## config.mk

```make
export PLATFORM = sky130hd
export DESIGN_NAME = rwdc_reset_ctrl
export DESIGN_NICKNAME = d
export VERILOG_FILES = /design/src/rtl/rwdc_illegal_fetch.v /design/src/rtl/rwdc_reset_ctrl.v /design/src/rtl/rwdc_watchdog.v
export VERILOG_INCLUDE_DIRS = /design/src /design/src/shared
export SDC_FILE = /design/constraint.sdc
export NUM_CORES = 1
export LEC_CHECK = 0
export ABC_AREA = 1
export BUFFER_PORTS_ARGS = -buffer_cell sky130_fd_sc_hd__buf_2
export CORE_MARGIN = 2
export CORE_UTILIZATION = 40
export CTS_CLUSTER_DIAMETER = 200
export CTS_CLUSTER_SIZE = 25
export DETAILED_ROUTE_END_ITERATION = 10
export HOLD_SLACK_MARGIN = 0.03
export SKIP_CTS_REPAIR_TIMING = 1
export SLEW_MARGIN = 5
export SYNTH_ARGS = -nofsm -noshare
export SYNTH_HDL_FRONTEND = slang
export SYNTH_SLANG_ARGS = --single-unit
```

## constraint.sdc

```tcl
create_clock -name i_core_clk -period 2.3 [get_ports i_core_clk]
set_input_delay 0.46 -clock i_core_clk [delete_from_list [all_inputs] [get_ports i_core_clk]]
set_output_delay 0.46 -clock i_core_clk [all_outputs]
set_load 0.005 [all_outputs]
```

## src/shared/rwdc_defines.vh

```
// reset and watchdog control: offsets, address ranges, timing counts
// assumes a 20 MHz internal processor clock and a 16-bit cpu address
`ifndef RWDC_DEFINES_VH
`define RWDC_DEFINES_VH

// register map
`define RWDC_WDOG_CLR_ADDR 16'h3ff0
`define RWDC_WDOG_CLR_BIT 0
`define RWDC_VEC_BYTE_RST 8'h00

// pulldown stretch: 3-4 internal clock cycles, take 4
`define RWDC_PULLDOWN_CYC 4

// power-on oscillator stabilisation delay in internal bus cycles
`define RWDC_POR_DELAY_CYC 4064

// illegal fetch ranges (inclusive)
`define RWDC_IO_LO 16'h0000
`define RWDC_IO_HI 16'h004f
`define RWDC_UNIMP1_LO 16'h0150
`define RWDC_UNIMP1_HI 16'h03ff
`define RWDC_UNIMP2_LO 16'h0500
`define RWDC_UNIMP2_HI 16'h0fff
`define RWDC_MONROM_LO 16'h3f00
`define RWDC_MONROM_HI 16'h3fef

`endif

```

## src/rtl/rwdc_illegal_fetch.v

```verilog
// illegal instruction fetch detector
// assumes fetch strobe and address are synchronous to the core clock
`timescale 1ns/1ns
`default_nettype none
`include "rwdc_defines.vh"

module rwdc_illegal_fetch (
    input wire i_core_clk,
    input wire i_srst,
    input wire i_fetch_vld,
    input wire [15:0] i_fetch_addr,
    output reg o_illegal_ff
);

    wire in_io;
    wire in_unimp;
    wire in_monrom;
    wire nxt_illegal;

    // range compares; io low bound is zero so only upper bound matters
    assign in_io = (i_fetch_addr <= `RWDC_IO_HI);
    assign in_unimp = ((i_fetch_addr >= `RWDC_UNIMP1_LO) && (i_fetch_addr <= `RWDC_UNIMP1_HI)) ||
                      ((i_fetch_addr >= `RWDC_UNIMP2_LO) && (i_fetch_addr <= `RWDC_UNIMP2_HI));
    assign in_monrom = (i_fetch_addr >= `RWDC_MONROM_LO) && (i_fetch_addr <= `RWDC_MONROM_HI);
    assign nxt_illegal = i_fetch_vld && (in_io || in_unimp || in_monrom);

    // one-cycle registered request; pulldown stretch covers the rest
    always @(posedge i_core_clk) begin
        if (i_srst) begin
            o_illegal_ff <= 1'b0;
        end else begin
            o_illegal_ff <= nxt_illegal;
        end
    end

endmodule
`default_nettype wire

```

## src/rtl/rwdc_reset_ctrl.v

```verilog
// reset and watchdog control top: merges five reset sources
// assumes pin level, por and lvr flags are already synchronous to i_core_clk
//
// The implementer's own choice: strobed register access.
`timescale 1ns/1ns
`default_nettype none
`include "rwdc_defines.vh"

////////////////////////////////////////////////////////////////////////////////
// Summary of operation
// - five sources, pin plus four internal, all drive the common reset
// - reset held while pin low; run resumes the cycle after pin rises
// - every source turns on pin pulldown for 3-4 cycles or longer
// - external pin assertion also turns pulldown on for 3-4 cycles
// - internal reset holds pin low while the condition lasts, then 4 more cycles
// - power-on holds reset 4064 bus cycles after oscillator becomes active
// - reset stays asserted past por delay while another source is active
// - free-running watchdog resets device unless software clears it
// - watchdog exists only when the build-time option enables it
// - writing zero to bit 0 of the clear location restarts watchdog
// - reads of clear location return the build-time vector byte, no watchdog state
// - watchdog keeps counting in wait state
// - after watchdog reset mode comes from mode pins like any reset
// - fetch from unimplemented, monitor rom or io space raises reset
// - low-voltage detector is the fourth internal source and pulls pin down
module rwdc_reset_ctrl #(
    parameter WDOG_EN = 1,
    parameter WDOG_TIMEOUT_CYC = 65536,
    parameter WDOG_CW = 17,
    parameter POR_DELAY_CYC = `RWDC_POR_DELAY_CYC,
    parameter [7:0] VEC_BYTE = `RWDC_VEC_BYTE_RST
) (
    input wire i_core_clk,
    input wire i_srst,
    // reset pin: level in, open-drain pulldown out
    input wire i_rst_pin_n,
    output wire o_rst_pin_o,
    output wire o_rst_pin_oe,
    // analog detector flags, already synchronised
    input wire i_por_flag,
    input wire i_low_voltage_reset,
    input wire i_osc_active,
    // mode pins sampled at reset release
    input wire i_mode_pin_irq_hv,
    input wire i_mode_pin_pb0,
    // cpu fetch monitor
    input wire i_fetch_vld,
    input wire [15:0] i_fetch_addr,
    // register port
    input wire [15:0] i_reg_addr,
    input wire [7:0] i_reg_wdata,
    input wire i_reg_wr,
    input wire i_reg_rd,
    output reg [7:0] o_reg_rdata_ff,
    // results
    output reg o_core_rst_ff,
    output reg o_monitor_mode_ff,
    output reg [2:0] o_rst_cause_ff
);

    localparam ST_POR = 3'b001;
    localparam ST_HOLD = 3'b010;
    localparam ST_RUN = 3'b100;
    localparam PW = 13;
    localparam DW = 3;
    // stretch load value held at the counter's own width
    localparam [DW-1:0] PD_LOAD = `RWDC_PULLDOWN_CYC;

    reg [2:0] state_ff;
    reg [2:0] nxt_state;
    reg [PW-1:0] por_cnt_ff;
    reg [PW-1:0] nxt_por_cnt;
    reg [DW-1:0] pd_cnt_ff;
    reg [DW-1:0] nxt_pd_cnt;
    reg pin_low_d_ff;
    reg wdog_src_ff;
    wire wdog_timeout;
    wire illegal_fetch;
    wire wdog_clear;
    wire int_src;
    wire pin_low;
    wire pin_fall;
    wire any_src;
    wire por_done;

    ////////////////////////////////////////////////////////////////////////////
    // sub-blocks

    // write of zero to bit 0 of the clear location restarts the watchdog
    assign wdog_clear = i_reg_wr && (i_reg_addr == `RWDC_WDOG_CLR_ADDR) &&
                        !i_reg_wdata[`RWDC_WDOG_CLR_BIT];

    rwdc_watchdog #(
        .EN(WDOG_EN),
        .TIMEOUT_CYC(WDOG_TIMEOUT_CYC),
        .CW(WDOG_CW)
    ) u_wdog (
        .i_core_clk(i_core_clk),
        .i_srst(i_srst || o_core_rst_ff),
        .i_clear(wdog_clear),
        .o_timeout_ff(wdog_timeout)
    );

    rwdc_illegal_fetch u_ill (
        .i_core_clk(i_core_clk),
        .i_srst(i_srst || o_core_rst_ff),
        .i_fetch_vld(i_fetch_vld),
        .i_fetch_addr(i_fetch_addr),
        .o_illegal_ff(illegal_fetch)
    );

    ////////////////////////////////////////////////////////////////////////////
    // source merge

    // the watchdog pulse is held until the pulldown stretch has started
    always @(posedge i_core_clk) begin
        if (i_srst) begin
            wdog_src_ff <= 1'b0;
        end else begin
            wdog_src_ff <= wdog_timeout;
        end
    end

    assign pin_low = !i_rst_pin_n;
    // internal sources: power-on, watchdog, illegal fetch, low voltage
    assign int_src = i_por_flag || wdog_timeout || wdog_src_ff || illegal_fetch ||
                     i_low_voltage_reset;
    assign any_src = int_src || pin_low;
    assign pin_fall = pin_low && !pin_low_d_ff;

    // previous pin level for the fall detector; reset as low because the
    // pulldown is on during reset, so no false fall follows release
    always @(posedge i_core_clk) begin
        if (i_srst) begin
            pin_low_d_ff <= 1'b1;
        end else begin
            pin_low_d_ff <= pin_low;
        end
    end

    ////////////////////////////////////////////////////////////////////////////
    // pulldown stretcher: reloads while an internal source stays up

    // our own pulldown reads back as pin low, so only the fall edge reloads
    // for the pin; otherwise it would latch itself on forever
    always @* begin
        nxt_pd_cnt = pd_cnt_ff;
        if (int_src || (state_ff == ST_POR)) begin
            nxt_pd_cnt = PD_LOAD;
        end else if (pin_fall && (pd_cnt_ff == {DW{1'b0}})) begin
            nxt_pd_cnt = PD_LOAD;
        end else if (pd_cnt_ff != {DW{1'b0}}) begin
            nxt_pd_cnt = pd_cnt_ff - {{(DW-1){1'b0}}, 1'b1};
        end
    end

    always @(posedge i_core_clk) begin
        if (i_srst) begin
            pd_cnt_ff <= PD_LOAD;
        end else begin
            pd_cnt_ff <= nxt_pd_cnt;
        end
    end

    assign o_rst_pin_o = 1'b0;
    assign o_rst_pin_oe = (pd_cnt_ff != {DW{1'b0}});

    ////////////////////////////////////////////////////////////////////////////
    // power-on delay and reset state machine

    assign por_done = (por_cnt_ff == POR_DELAY_CYC[PW-1:0]);

    // por counts only while the oscillator runs and the por flag has dropped
    always @* begin
        nxt_state = state_ff;
        nxt_por_cnt = por_cnt_ff;
        case (state_ff)
            ST_POR: begin
                if (i_por_flag) begin
                    nxt_por_cnt = {PW{1'b0}};
                end else if (i_osc_active && !por_done) begin
                    nxt_por_cnt = por_cnt_ff + {{(PW-1){1'b0}}, 1'b1};
                end
                if (por_done && !i_por_flag) begin
                    nxt_state = ST_HOLD;
                end
            end
            ST_HOLD: begin
                if (i_por_flag) begin
                    nxt_state = ST_POR;
                    nxt_por_cnt = {PW{1'b0}};
                end else if (!any_src && !o_rst_pin_oe) begin
                    nxt_state = ST_RUN;
                end
            end
            ST_RUN: begin
                if (i_por_flag) begin
                    nxt_state = ST_POR;
                    nxt_por_cnt = {PW{1'b0}};
                end else if (any_src) begin
                    nxt_state = ST_HOLD;
                end
            end
            default: begin
                nxt_state = ST_POR;
                nxt_por_cnt = {PW{1'b0}};
            end
        endcase
    end

    // core reset: asserted in every state but run
    always @(posedge i_core_clk) begin
        if (i_srst) begin
            state_ff <= ST_POR;
            por_cnt_ff <= {PW{1'b0}};
            o_core_rst_ff <= 1'b1;
        end else begin
            state_ff <= nxt_state;
            por_cnt_ff <= nxt_por_cnt;
            o_core_rst_ff <= (nxt_state != ST_RUN);
        end
    end

    ////////////////////////////////////////////////////////////////////////////
    // mode capture and cause record

    // mode latched from pins on every release, watchdog reset included
    always @(posedge i_core_clk) begin
        if (i_srst) begin
            o_monitor_mode_ff <= 1'b0;
        end else if (o_core_rst_ff && (nxt_state == ST_RUN)) begin
            o_monitor_mode_ff <= i_mode_pin_irq_hv && i_mode_pin_pb0;
        end
    end

    // cause bits: {watchdog, illegal fetch, low voltage}; last internal reset wins, pin reset leaves them
    always @(posedge i_core_clk) begin
        if (i_srst) begin
            o_rst_cause_ff <= 3'h0;
        end else if ((state_ff == ST_RUN) && int_src) begin
            o_rst_cause_ff <= {wdog_timeout, illegal_fetch, i_low_voltage_reset};
        end
    end

    ////////////////////////////////////////////////////////////////////////////
    // register read: the clear location is also a vector byte

    // no watchdog state ever shows; vector byte is a build constant here
    always @(posedge i_core_clk) begin
        if (i_srst) begin
            o_reg_rdata_ff <= 8'h00;
        end else if (i_reg_rd && (i_reg_addr == `RWDC_WDOG_CLR_ADDR)) begin
            o_reg_rdata_ff <= VEC_BYTE;
        end else begin
            o_reg_rdata_ff <= 8'h00;
        end
    end

endmodule
`default_nettype wire

```

## src/rtl/rwdc_watchdog.v

```verilog
// watchdog counter with software clear
// assumes clear is a one-cycle pulse, enable fixed at build time
`timescale 1ns/1ns
`default_nettype none

module rwdc_watchdog #(
    parameter EN = 1,
    parameter TIMEOUT_CYC = 65536,
    parameter CW = 17
) (
    input wire i_core_clk,
    input wire i_srst,
    input wire i_clear,
    output reg o_timeout_ff
);

    reg [CW-1:0] cnt_ff;
    wire [CW-1:0] nxt_cnt;
    wire hit;

    // keeps counting in wait too: there is no wait input on purpose
    assign hit = (cnt_ff == TIMEOUT_CYC[CW-1:0] - {{(CW-1){1'b0}}, 1'b1});
    assign nxt_cnt = (i_clear || hit) ? {CW{1'b0}} : cnt_ff + {{(CW-1){1'b0}}, 1'b1};

    // counter and timeout pulse; gated off entirely when not built in
    always @(posedge i_core_clk) begin
        if (i_srst || (EN == 0)) begin
            cnt_ff <= {CW{1'b0}};
            o_timeout_ff <= 1'b0;
        end else begin
            cnt_ff <= nxt_cnt;
            o_timeout_ff <= hit && !i_clear;
        end
    end

endmodule
`default_nettype wire

```

== Word level (Yosys, flattened, before mapping) ==
Cells that the tools add are included.

* Memory bits (writable): 0
* Input bits: 51
* Bits in latches: 0
* Memories kept: 0
* Output and inout port bits: 15
* Bits in registers: 45
* Bits in read-only memories: 0

* Equal/unequal tests: 10
* Shift operators: 0
* Add/subtract/negate cells: 3
* Multiply operators: 0
* Bitwise logic cells: 0
* Div/mod/pow operators: 0
* Mux-type cells: 10
* Order comparisons: 7
* Reduce and logical (&&, ||, !) cells: 40

{| class="wikitable"
|+ Operator list
! cell !! number
|-
| $mux 13 || 3
|-
| $pmux 13 s2 || 1
|-
| $add 17x1->17 const B || 1
|-
| $eq 17x16->1 const B || 1
|-
| $eq 16x14->1 const B || 1
|-
| $ge 16x11->1 const B || 1
|-
| $ge 16x14->1 const B || 1
|-
| $ge 16x9->1 const B || 1
|-
| $le 16x10->1 const B || 1
|-
| $le 16x12->1 const B || 1
|-
| $le 16x14->1 const B || 1
|-
| $le 16x7->1 const B || 1
|-
| $logic_and 1x1->1 || 15
|-
| $mux 3 || 5
|-
| $add 13x1->13 const B || 1
|-
| $eq 13x12->1 const B || 1
|-
| $logic_or 1x1->1 || 11
|-
| $pmux 3 s3 || 1
|-
| $logic_not 1->1 || 8
|-
| $eq 3x3->1 const B || 2
|-
| $reduce_or 2->1 || 2
|-
| $eq 3x1->1 const B || 1
|-
| $eq 3x2->1 const B || 1
|-
| $logic_not 3->1 || 1
|-
| 7 further kinds || 7
|}

== Longest topological paths before layout ==
Gate-level depths: netlist of the first run.

* Depth after elaboration: 12
* Mapped depth: 16

== Cells and area by module ==
A second synthesis of the first run with hierarchy kept.

* Cell total of the unflattened synthesis: 383
* Area total of the unflattened synthesis: 2541.2 um^2

{| class="wikitable"
|+ By module, submodules not included
! module !! seq. area each (um^2) !! area an instance (um^2) !! cells each !! instances
|-
| rwdc_reset_ctrl || 520.5 || 1541.5 || 240 || 1
|-
| rwdc_watchdog || 360.3 || 889.6 || 123 || 1
|-
| rwdc_illegal_fetch || 20.0 || 110.1 || 20 || 1
|}

== Worst setup path after synthesis of the first run ==
OpenSTA, ideal clock, no wires.

* Path kind: flip-flop to flip-flop
* Start: register u_wdog.cnt_ff[0]
* End: register u_wdog.cnt_ff[14]
* Data arrival time: 1927 ps
* Stages on the path, launching flop included: 17
* Setup slack: 258 ps
* Path buffers: 1
* Cell sequence: dfxtp_1 ha_1 nand2_1 inv_1 nand2_2 nor2_4 nand2_2 nor2_2 nand3_2 nor3_2 nand3_1 nor2_1 ha_1 inv_1 nand3_1 buf_4 nor2_1

* Longest elaborated chain between the ends: 3

{| class="wikitable"
|+ RTL lines
! element !! RTL line !! text
|-
| start, declared || rwdc_watchdog.v:17 || <nowiki>reg [CW-1:0] cnt_ff;</nowiki>
|-
| start signal, assigned || rwdc_watchdog.v:28 || <nowiki>cnt_ff <= {CW{1'b0}};</nowiki>
|-
| start signal, assigned || rwdc_watchdog.v:31 || <nowiki>cnt_ff <= nxt_cnt;</nowiki>
|-
| branches (longest 3 deep; another with $add 17x1->17) || n/a ||
|}

Parallel ways; which one is timed is not known.
A chain may end at the register's enable or synchronous reset.

== Worst setup path in the final report of the first run ==
* Start: register u_wdog.cnt_ff[1]
* End: register u_wdog.cnt_ff[2]

The elaborated chain is that of the path after synthesis.

==> load_flow_metrics.sql, run 1 <==
INSERT INTO impl_metrics (metric_group, metric, value, unit) VALUES
('global_route', 'use_met2', '0.243', ''),
('synth', 'synth_area', '2390', 'um^2'),
('cts', 'cts_inserted_buffers', '5', ''),
('min_path', 'timing.hold.worst.class', 'input pin to flop', ''),
('sta', 'min_period_over_period', '0.933', ''),
('synth', 'synth_async_sr_flop_share', '0', ''),
('worst_setup_path', 'setup.worst_path.start_class', 'flop', ''),
('global_route', 'grt.met1_usage', '0.193', ''),
('global_route', 'gr-usage-all-layers', '0.151', ''),
('placement', 'place_hpwl', '3.49', 'mm'),
('drt', 'detailroute.via_count', '2201', ''),
('cts', 'htree_num_levels', '2', ''),
('sta', 'final.setup.tns', '0', 'ns'),
('synth', 'synth_top_cells_by_count', '62 x sky130_fd_sc_hd__nand2_1, 61 x sky130_fd_sc_hd__nor2_1, 45 x sky130_fd_sc_hd__dfxtp_1, 40 x sky130_fd_sc_hd__inv_1, 21 x sky130_fd_sc_hd__nand3_1', ''),
('global_route', 'grt_remaining_overflow', '0', ''),
('global_route', 'use_met3', '0.0389', ''),
('synth', 'yosys_warning_count', '0', ''),
('die', 'core-area', '5850', 'um^2'),
('cts', 'clk_path_buf_depth', '2', ''),
('pwr', 'powerDensity', '482', 'nW/um^2'),
('global_route', 'global_route.peak_usage_layer', 'met2', ''),
('sta', 'setup-violations-final', '0', ''),
('drt', 'detail_route.first_pass.iterations', '4', ''),
('layout', 'finish.net_count', '455', ''),
('global_route', 'antenna_found_initial', '0', ''),
('die', 'floorplan.die_area', '6610', 'um^2'),
('drt', 'viasPerCell', '4.64', ''),
('layout', 'layout-drive-gt1-share', '0.241', ''),
('pwr', 'static-leakage-power', '0.00122', 'uW'),
('worst_setup_path', 'critical_path_required', '2.49', 'ns'),
('synth', 'netlist_instances', '343', ''),
('die', 'placement_row_count', '28', ''),
('synth', 'postSynthRegisterBits', '45', ''),
('worst_setup_path', 'maximum_fanout_count_along_the_critical_path', '8', ''),
('synth', 'synthFlopType', 'sky130_fd_sc_hd__dfxtp_1', ''),
('global_route', 'wire_length_of_the_first_global_routing_pass', '7.91', 'mm'),
('sta', 'final.setup_skew', '0.00835', 'ns'),
('cts', 'cts.sink_count', '45', ''),
('pwr', 'worst_ir_drop_vdd', '0.221', 'mV'),
('placement', 'dpl_cell_area', '2660', 'um^2'),
('synth', 'synth_enable_flop_cells', '0', ''),
('synth', 'synthMostInstantiatedCell', 'sky130_fd_sc_hd__nand2_1', ''),
('sta', 'rsz0062_at_grt', 'yes', ''),
('worst_setup_path', 'critical_path_at', '2.34', 'ns'),
('global_route', 'grt_start_max_net_pins', '18', ''),
('cts', 'clkTransAtPathRegs', '0.08', 'ns'),
('job', 'cap_viol_max_count', '0', ''),
('placement', 'routabilityCongestion', '0.826', ''),
('drt', 'first_drt_iteration_drcs', '27', ''),
('drt', 'detail_route.wl_per_cell', '9.82', 'um'),
('worst_setup_path', 'setup.worst_path.end_class', 'flop', ''),
('worst_setup_path', 'worst-r2r-setup-slack', '0.15', 'ns'),
('sta', 'clock.fmax', '466', 'MHz'),
('sta', 'drv_slew', '0', ''),
('synth', 'netlist.top_cell.by_area', 'sky130_fd_sc_hd__dfxtp_1', ''),
('die', 'die_width', '81.3', 'um'),
('synth', 'synth.distinct_cells', '34', ''),
('die', 'io_pins', '66', ''),
('sta', 'min_period', '2.15', 'ns'),
('drt', 'route.antenna.remaining_nets', '0', ''),
('cts', 'cts_root_buffer', 'sky130_fd_sc_hd__clkbuf_8', ''),
('synth', 'synth.avg_cell_area', '6.96', 'um^2'),
('die', 'effective_utilization_at_floorplan', '0.408', ''),
('synth', 'synth_top_area_frac', '0.377', ''),
('layout', 'nFillCells', '573', ''),
('placement', 'place.port_buffers', '44', ''),
('die', 'die_height', '81.3', 'um'),
('cts', 'clk_latency', '0.29', 'ns'),
('layout', 'syn2layout_area_growth', '21.3', '%'),
('cts', 'cts_tree', 'done', ''),
('worst_setup_path', 'path_class', 'flop to flop', ''),
('drt', 'route.detailed.drc', '0', ''),
('layout', 'layout.cell_area.non_filler', '2900', 'um^2'),
('sta', 'timing_hold_violations_final', '0', ''),
('drt', 'detail_route.wirelength', '4.65', 'mm'),
('run_status', 'status', 'finished clean', ''),
('synth', 'cell_types_with_the_largest_area_share_after_synthesis', 'sky130_fd_sc_hd__dfxtp_1 38%, sky130_fd_sc_hd__nand2_1 9.7%, sky130_fd_sc_hd__nor2_1 9.6%', ''),
('global_route', 'via_count_of_the_first_global_routing_pass', '1894', ''),
('synth', 'yosysSeqAreaShare', '0.377', ''),
('layout', 'antenna_diode_count', '0', '');
kinds of logic (layout without fill, tap and decap cells):
family / count (synthesis) / in the layout / synth area share
and+or+nand+nor: 198 / 198 / 0.388
xor gates and xnor gates: 7 / 7 / 0.0257
adders and majority gates: 6 / 6 / 0.0314
buffers and inverters: 56 / 104 / 0.107
DFF: 45 / 45 / 0.377
AOI/OAI and AO/OA: 30 / 30 / 0.0697
other: 1 / 9 / 0.00157
final timing paths:
kind                      from           endpoint  cells after the start
max           u_wdog.cnt_ff[1]   u_wdog.cnt_ff[2]                     16
min                i_rst_pin_n       pin_low_d_ff                      2
max reg2reg   u_wdog.cnt_ff[1]   u_wdog.cnt_ff[2]                     16
min reg2reg  o_rst_cause_ff[1]  o_rst_cause_ff[1]                      2
worst max-delay path: stages (launching register included):
cell and delay [ns]:
sky130_fd_sc_hd__dfxtp_2 0.36, sky130_fd_sc_hd__ha_4 0.14, sky130_fd_sc_hd__nand2_2 0.05, sky130_fd_sc_hd__inv_2 0.07, sky130_fd_sc_hd__nand2_4 0.05, sky130_fd_sc_hd__nor2_4 0.13
sky130_fd_sc_hd__nand2_4 0.08, sky130_fd_sc_hd__nor2_4 0.14, sky130_fd_sc_hd__nand3_4 0.10, sky130_fd_sc_hd__nor3_4 0.18, sky130_fd_sc_hd__nand3_1 0.09, sky130_fd_sc_hd__nor2_1 0.13
sky130_fd_sc_hd__ha_2 0.18, sky130_fd_sc_hd__inv_2 0.05, sky130_fd_sc_hd__nand3_4 0.10, sky130_fd_sc_hd__clkbuf_16 0.16, sky130_fd_sc_hd__nor3_1 0.04
layout make-up:
type | instances | area, um^2 | area share
well taps | 75 | 93.8 | 0.0324
repair buffers | 52 | 310 | 0.107
multi-input cells | 250 | 1320 | 0.457
inverters | 44 | 165 | 0.0570
flip-flops and latches | 45 | 903 | 0.312
clock buffers | 7 | 96.3 | 0.0332
clock inverters | 1 | 5.00 | 0.00173
layer usage:
layer,wire length [um],part of all wire
met5,0,0
met4,58,0.012
met3,302,0.065
met2,2100,0.45
met1,2190,0.47
where the power goes:
part           leakage [uW]  internal (uW)  switching (uW)
clock             0.0000542            272             259
sequential         0.000364            781            2.12
combinational      0.000799           37.1            45.1
state kept, by name (all words and copies together) (netlist names), 3 cells and up:
name            flops
por_cnt_ff         13
o_rst_cause_ff      3
u_wdog.cnt_ff      17
state_ff            3
pd_cnt_ff           3
cells in the final DEF (no fill, tap or decap), drive strengths merged, types with 2 or more instances in the layout:
cell     n
a21oi   16
a31oi    2
and3     2
buf     51
clkbuf   8
conb     9
dfxtp   45
ha       6
inv     44
nand2   69
nand3   23
nand4   11
nor2    67
nor3    16
nor4     4
o21a     2
o21ai    9
or2      4
xor2     6
per-stage QoR:
stage / util / power (uW) / worst slack [ns] / cells / hold slack, ns
6_report: 0.495 / 1400 / 0.153 / 474 / 0.386
3_3_place_gp: 0.455 / 883 / 0.162 / 459 / 0.429
2_1_floorplan: - / 854 / 0.258 / 351 / 0.417
5_1_grt: 0.495 / 1470 / -0.0249 / 474 / 0.380
3_5_place_dp: 0.455 / 885 / 0.149 / 459 / 0.437
4_1_cts: 0.472 / 1420 / 0.134 / 467 / 0.376
Power figures use the tool's default switching activity.
==> run 2, diff against run 1 <==
CELL_PAD_IN_SITES_DETAIL_PLACEMENT = 0   (was not set)
CELL_PAD_IN_SITES_GLOBAL_PLACEMENT = 1   (was not set)
CORE_UTILIZATION = 36   (was 40)
PLACE_DENSITY_LB_ADDON = 0.1   (was not set)
==> run 2 against run 1 <==
- cell count is 0.42% higher
- critical endpoint is now u_wdog.cnt_ff[7]
- combinational power rose by 2%
- global-route usage decreased by 0.93 points
- largest power group unchanged
==> load_flow_metrics.sql, run 2 (synthesized netlist as in run 1, its figures left out) <==
INSERT INTO impl_metrics (metric_group, metric, value, unit) VALUES
('die', 'die_width', '85.5', 'um'),
('die', 'effective_utilization_at_floorplan', '0.374', ''),
('placement', 'routabilityCongestion', '0.780', ''),
('layout', 'most-common-layout-cells', '62 x sky130_fd_sc_hd__nand2_1, 60 x sky130_fd_sc_hd__nor2_1, 44 x sky130_fd_sc_hd__buf_2', ''),
('cts', 'clk_path_buf_depth', '2', ''),
('drt', 'detail_route.first_pass.iterations', '4', ''),
('sta', 'final.setup_skew', '0.00445', 'ns'),
('drt', 'route.detailed.drc', '0', ''),
('worst_setup_path', 'path_class', 'flop to flop', ''),
('global_route', 'antenna_found_initial', '0', ''),
('drt', 'detailroute.via_count', '2206', ''),
('layout', 'syn2layout_area_growth', '22.2', '%'),
('global_route', 'via_count_of_the_first_global_routing_pass', '1996', ''),
('placement', 'place_hpwl', '3.83', 'mm'),
('layout', 'largest_reg_flops', '17', ''),
('pwr', 'powerDensity', '509', 'nW/um^2'),
('min_path', 'critical_hold_path_startpoint', 'i_rst_pin_n', ''),
('cts', 'clkTransAtPathRegs', '0.08', 'ns'),
('pwr', 'worst_ir_drop_vdd', '0.251', 'mV'),
('sta', 'min_period_over_period', '0.932', ''),
('job', 'cap_viol_max_count', '0', ''),
('pwr', 'static-leakage-power', '0.00122', 'uW'),
('global_route', 'wire_length_of_the_first_global_routing_pass', '8.57', 'mm'),
('layout', 'finish.net_count', '455', ''),
('sta', 'min_period', '2.14', 'ns'),
('worst_setup_path', 'r2r-end', 'u_wdog.cnt_ff[7]', ''),
('worst_setup_path', 'maximum_fanout_count_along_the_critical_path', '8', ''),
('worst_setup_path', 'critical_path_at', '2.33', 'ns'),
('layout', 'top_register', 'u_wdog.cnt_ff', ''),
('cts', 'cts_inserted_buffers', '5', ''),
('run_status', 'status', 'finished clean', ''),
('worst_setup_path', 'critical_path_required', '2.49', 'ns'),
('drt', 'detail_route.wl_per_cell', '10.7', 'um'),
('global_route', 'grt_start_max_net_pins', '18', ''),
('cts', 'cts_root_buffer', 'sky130_fd_sc_hd__clkbuf_8', ''),
('worst_setup_path', 'worst-r2r-setup-slack', '0.16', 'ns'),
('worst_setup_path', 'setup.worst_path.start_class', 'flop', ''),
('sta', 'clock.fmax', '466', 'MHz'),
('layout', 'layout-drive-gt1-share', '0.238', ''),
('cts', 'cts.sink_count', '45', ''),
('drt', 'first_drt_iteration_drcs', '99', ''),
('layout', 'nFillCells', '669', ''),
('sta', 'rsz0062_at_grt', 'no', ''),
('die', 'floorplan.die_area', '7300', 'um^2'),
('placement', 'place.port_buffers', '44', ''),
('drt', 'detail_route.wirelength', '5.09', 'mm'),
('layout', 'layout.cells.non_filler', '476', ''),
('worst_setup_path', 'worstRegToRegCells', '16', ''),
('placement', 'placed_cells', '461', ''),
('worst_setup_path', 'worstReg2RegStart', 'u_wdog.cnt_ff[0]', ''),
('layout', 'reg.largest.list', 'u_wdog.cnt_ff: 17 flops, por_cnt_ff: 13 flops', ''),
('global_route', 'grt_remaining_overflow', '0', ''),
('die', 'die_height', '85.5', 'um'),
('cts', 'htree_num_levels', '2', ''),
('drt', 'viasPerCell', '4.63', ''),
('layout', 'antenna_diode_count', '0', ''),
('global_route', 'gr-usage-all-layers', '0.141', ''),
('die', 'placement_row_count', '29', ''),
('min_path', 'whs_path_depth', '2', ''),
('cts', 'cts_tree', 'done', ''),
('die', 'io_pins', '66', ''),
('worst_setup_path', 'setup.worst_path.end_class', 'flop', ''),
('sta', 'timing_hold_violations_final', '0', ''),
('sta', 'setup-violations-final', '0', ''),
('layout', 'most_common_cell_after_layout_fill_and_taps_aside', 'sky130_fd_sc_hd__nand2_1', ''),
('drt', 'route.antenna.remaining_nets', '0', ''),
('cts', 'clk_latency', '0.29', 'ns'),
('sta', 'final.setup.tns', '0', 'ns'),
('die', 'core-area', '6390', 'um^2'),
('min_path', 'timing.hold.worst.class', 'input pin to flop', ''),
('min_path', 'timing.hold.worst_endpoint', 'pin_low_d_ff', ''),
('sta', 'drv_slew', '0', '');
## run 2: cell count changes in the layout (fill, tap and decap cells not counted), sizes merged
cell    change
clkinv      -1
bufinv      +1
## run 2: power breakdown
part,total (uW),switching (uW),internal (uW)
combinational,83.9,46.8,37.0
clock,618,263,354
sequential,783,2.12,781
## run 2: worst max-delay path by stage
| stage | startpoint | end | slack (ns) | depth (start not counted) |
|---|---|---|---|---|
| after floorplan | u_wdog.cnt_ff[0] | u_wdog.cnt_ff[14] | 0.26 | 16 |
| after global placement | u_wdog.cnt_ff[0] | u_wdog.cnt_ff[12] | 0.16 | 16 |
| after detailed placement | u_wdog.cnt_ff[0] | u_wdog.cnt_ff[12] | 0.14 | 16 |
| after CTS | u_wdog.cnt_ff[0] | u_wdog.cnt_ff[12] | 0.10 | 16 |
| after global routing | u_wdog.cnt_ff[1] | u_wdog.cnt_ff[7] | 0.003 | 16 |
| final | u_wdog.cnt_ff[0] | u_wdog.cnt_ff[7] | 0.16 | 16 |
## run 2: area by class of cell
cell class                      count  area (um^2)  share of cell area
Timing Repair Buffer               52          310               0.106
Clock buffer                        7         86.3              0.0296
Clock inverter                      1         30.0              0.0103
Tap cell                           77         96.3              0.0330
Inverter                           44          165              0.0566
Multi-Input combinational cell    250         1330               0.455
Sequential cell                    45          903               0.310
## run 2: critical path: stages, from the launching register on
cell	delay, ns
sky130_fd_sc_hd__dfxtp_2	0.36
sky130_fd_sc_hd__ha_4	0.13
sky130_fd_sc_hd__nand2_1	0.06
sky130_fd_sc_hd__inv_2	0.07
sky130_fd_sc_hd__nand2_4	0.06
sky130_fd_sc_hd__nor2_4	0.14
sky130_fd_sc_hd__nand2_4	0.08
sky130_fd_sc_hd__nor2_4	0.14
sky130_fd_sc_hd__nand3_4	0.10
sky130_fd_sc_hd__nor3_4	0.19
sky130_fd_sc_hd__nand3_2	0.09
sky130_fd_sc_hd__nor2_2	0.11
sky130_fd_sc_hd__ha_2	0.17
sky130_fd_sc_hd__inv_2	0.05
sky130_fd_sc_hd__nand3_4	0.10
sky130_fd_sc_hd__clkbuf_16	0.16
sky130_fd_sc_hd__nor2_1	0.04
## run 2: per-stage QoR
stage | hold WS (ns) | cell area, um^2 | util | worst slack [ns] | total power (uW)
CTS | 0.386 | 2780 | 0.436 | 0.102 | 1520
floorplan | 0.417 | 2420 | - | 0.258 | 854
global placement | 0.433 | 2670 | 0.417 | 0.161 | 885
finish | 0.399 | 2920 | 0.457 | 0.156 | 1480
global route | 0.383 | 2920 | 0.457 | 0.00262 | 1560
detailed placement | 0.438 | 2670 | 0.417 | 0.144 | 886
## run 2: routing by layer
layer / global-route usage / routed length (um)
met2: 0.241 / 2450
met3: 0.0311 / 178
met5: 0 / 0
met4: 0.0433 / 40
met1: 0.178 / 2420
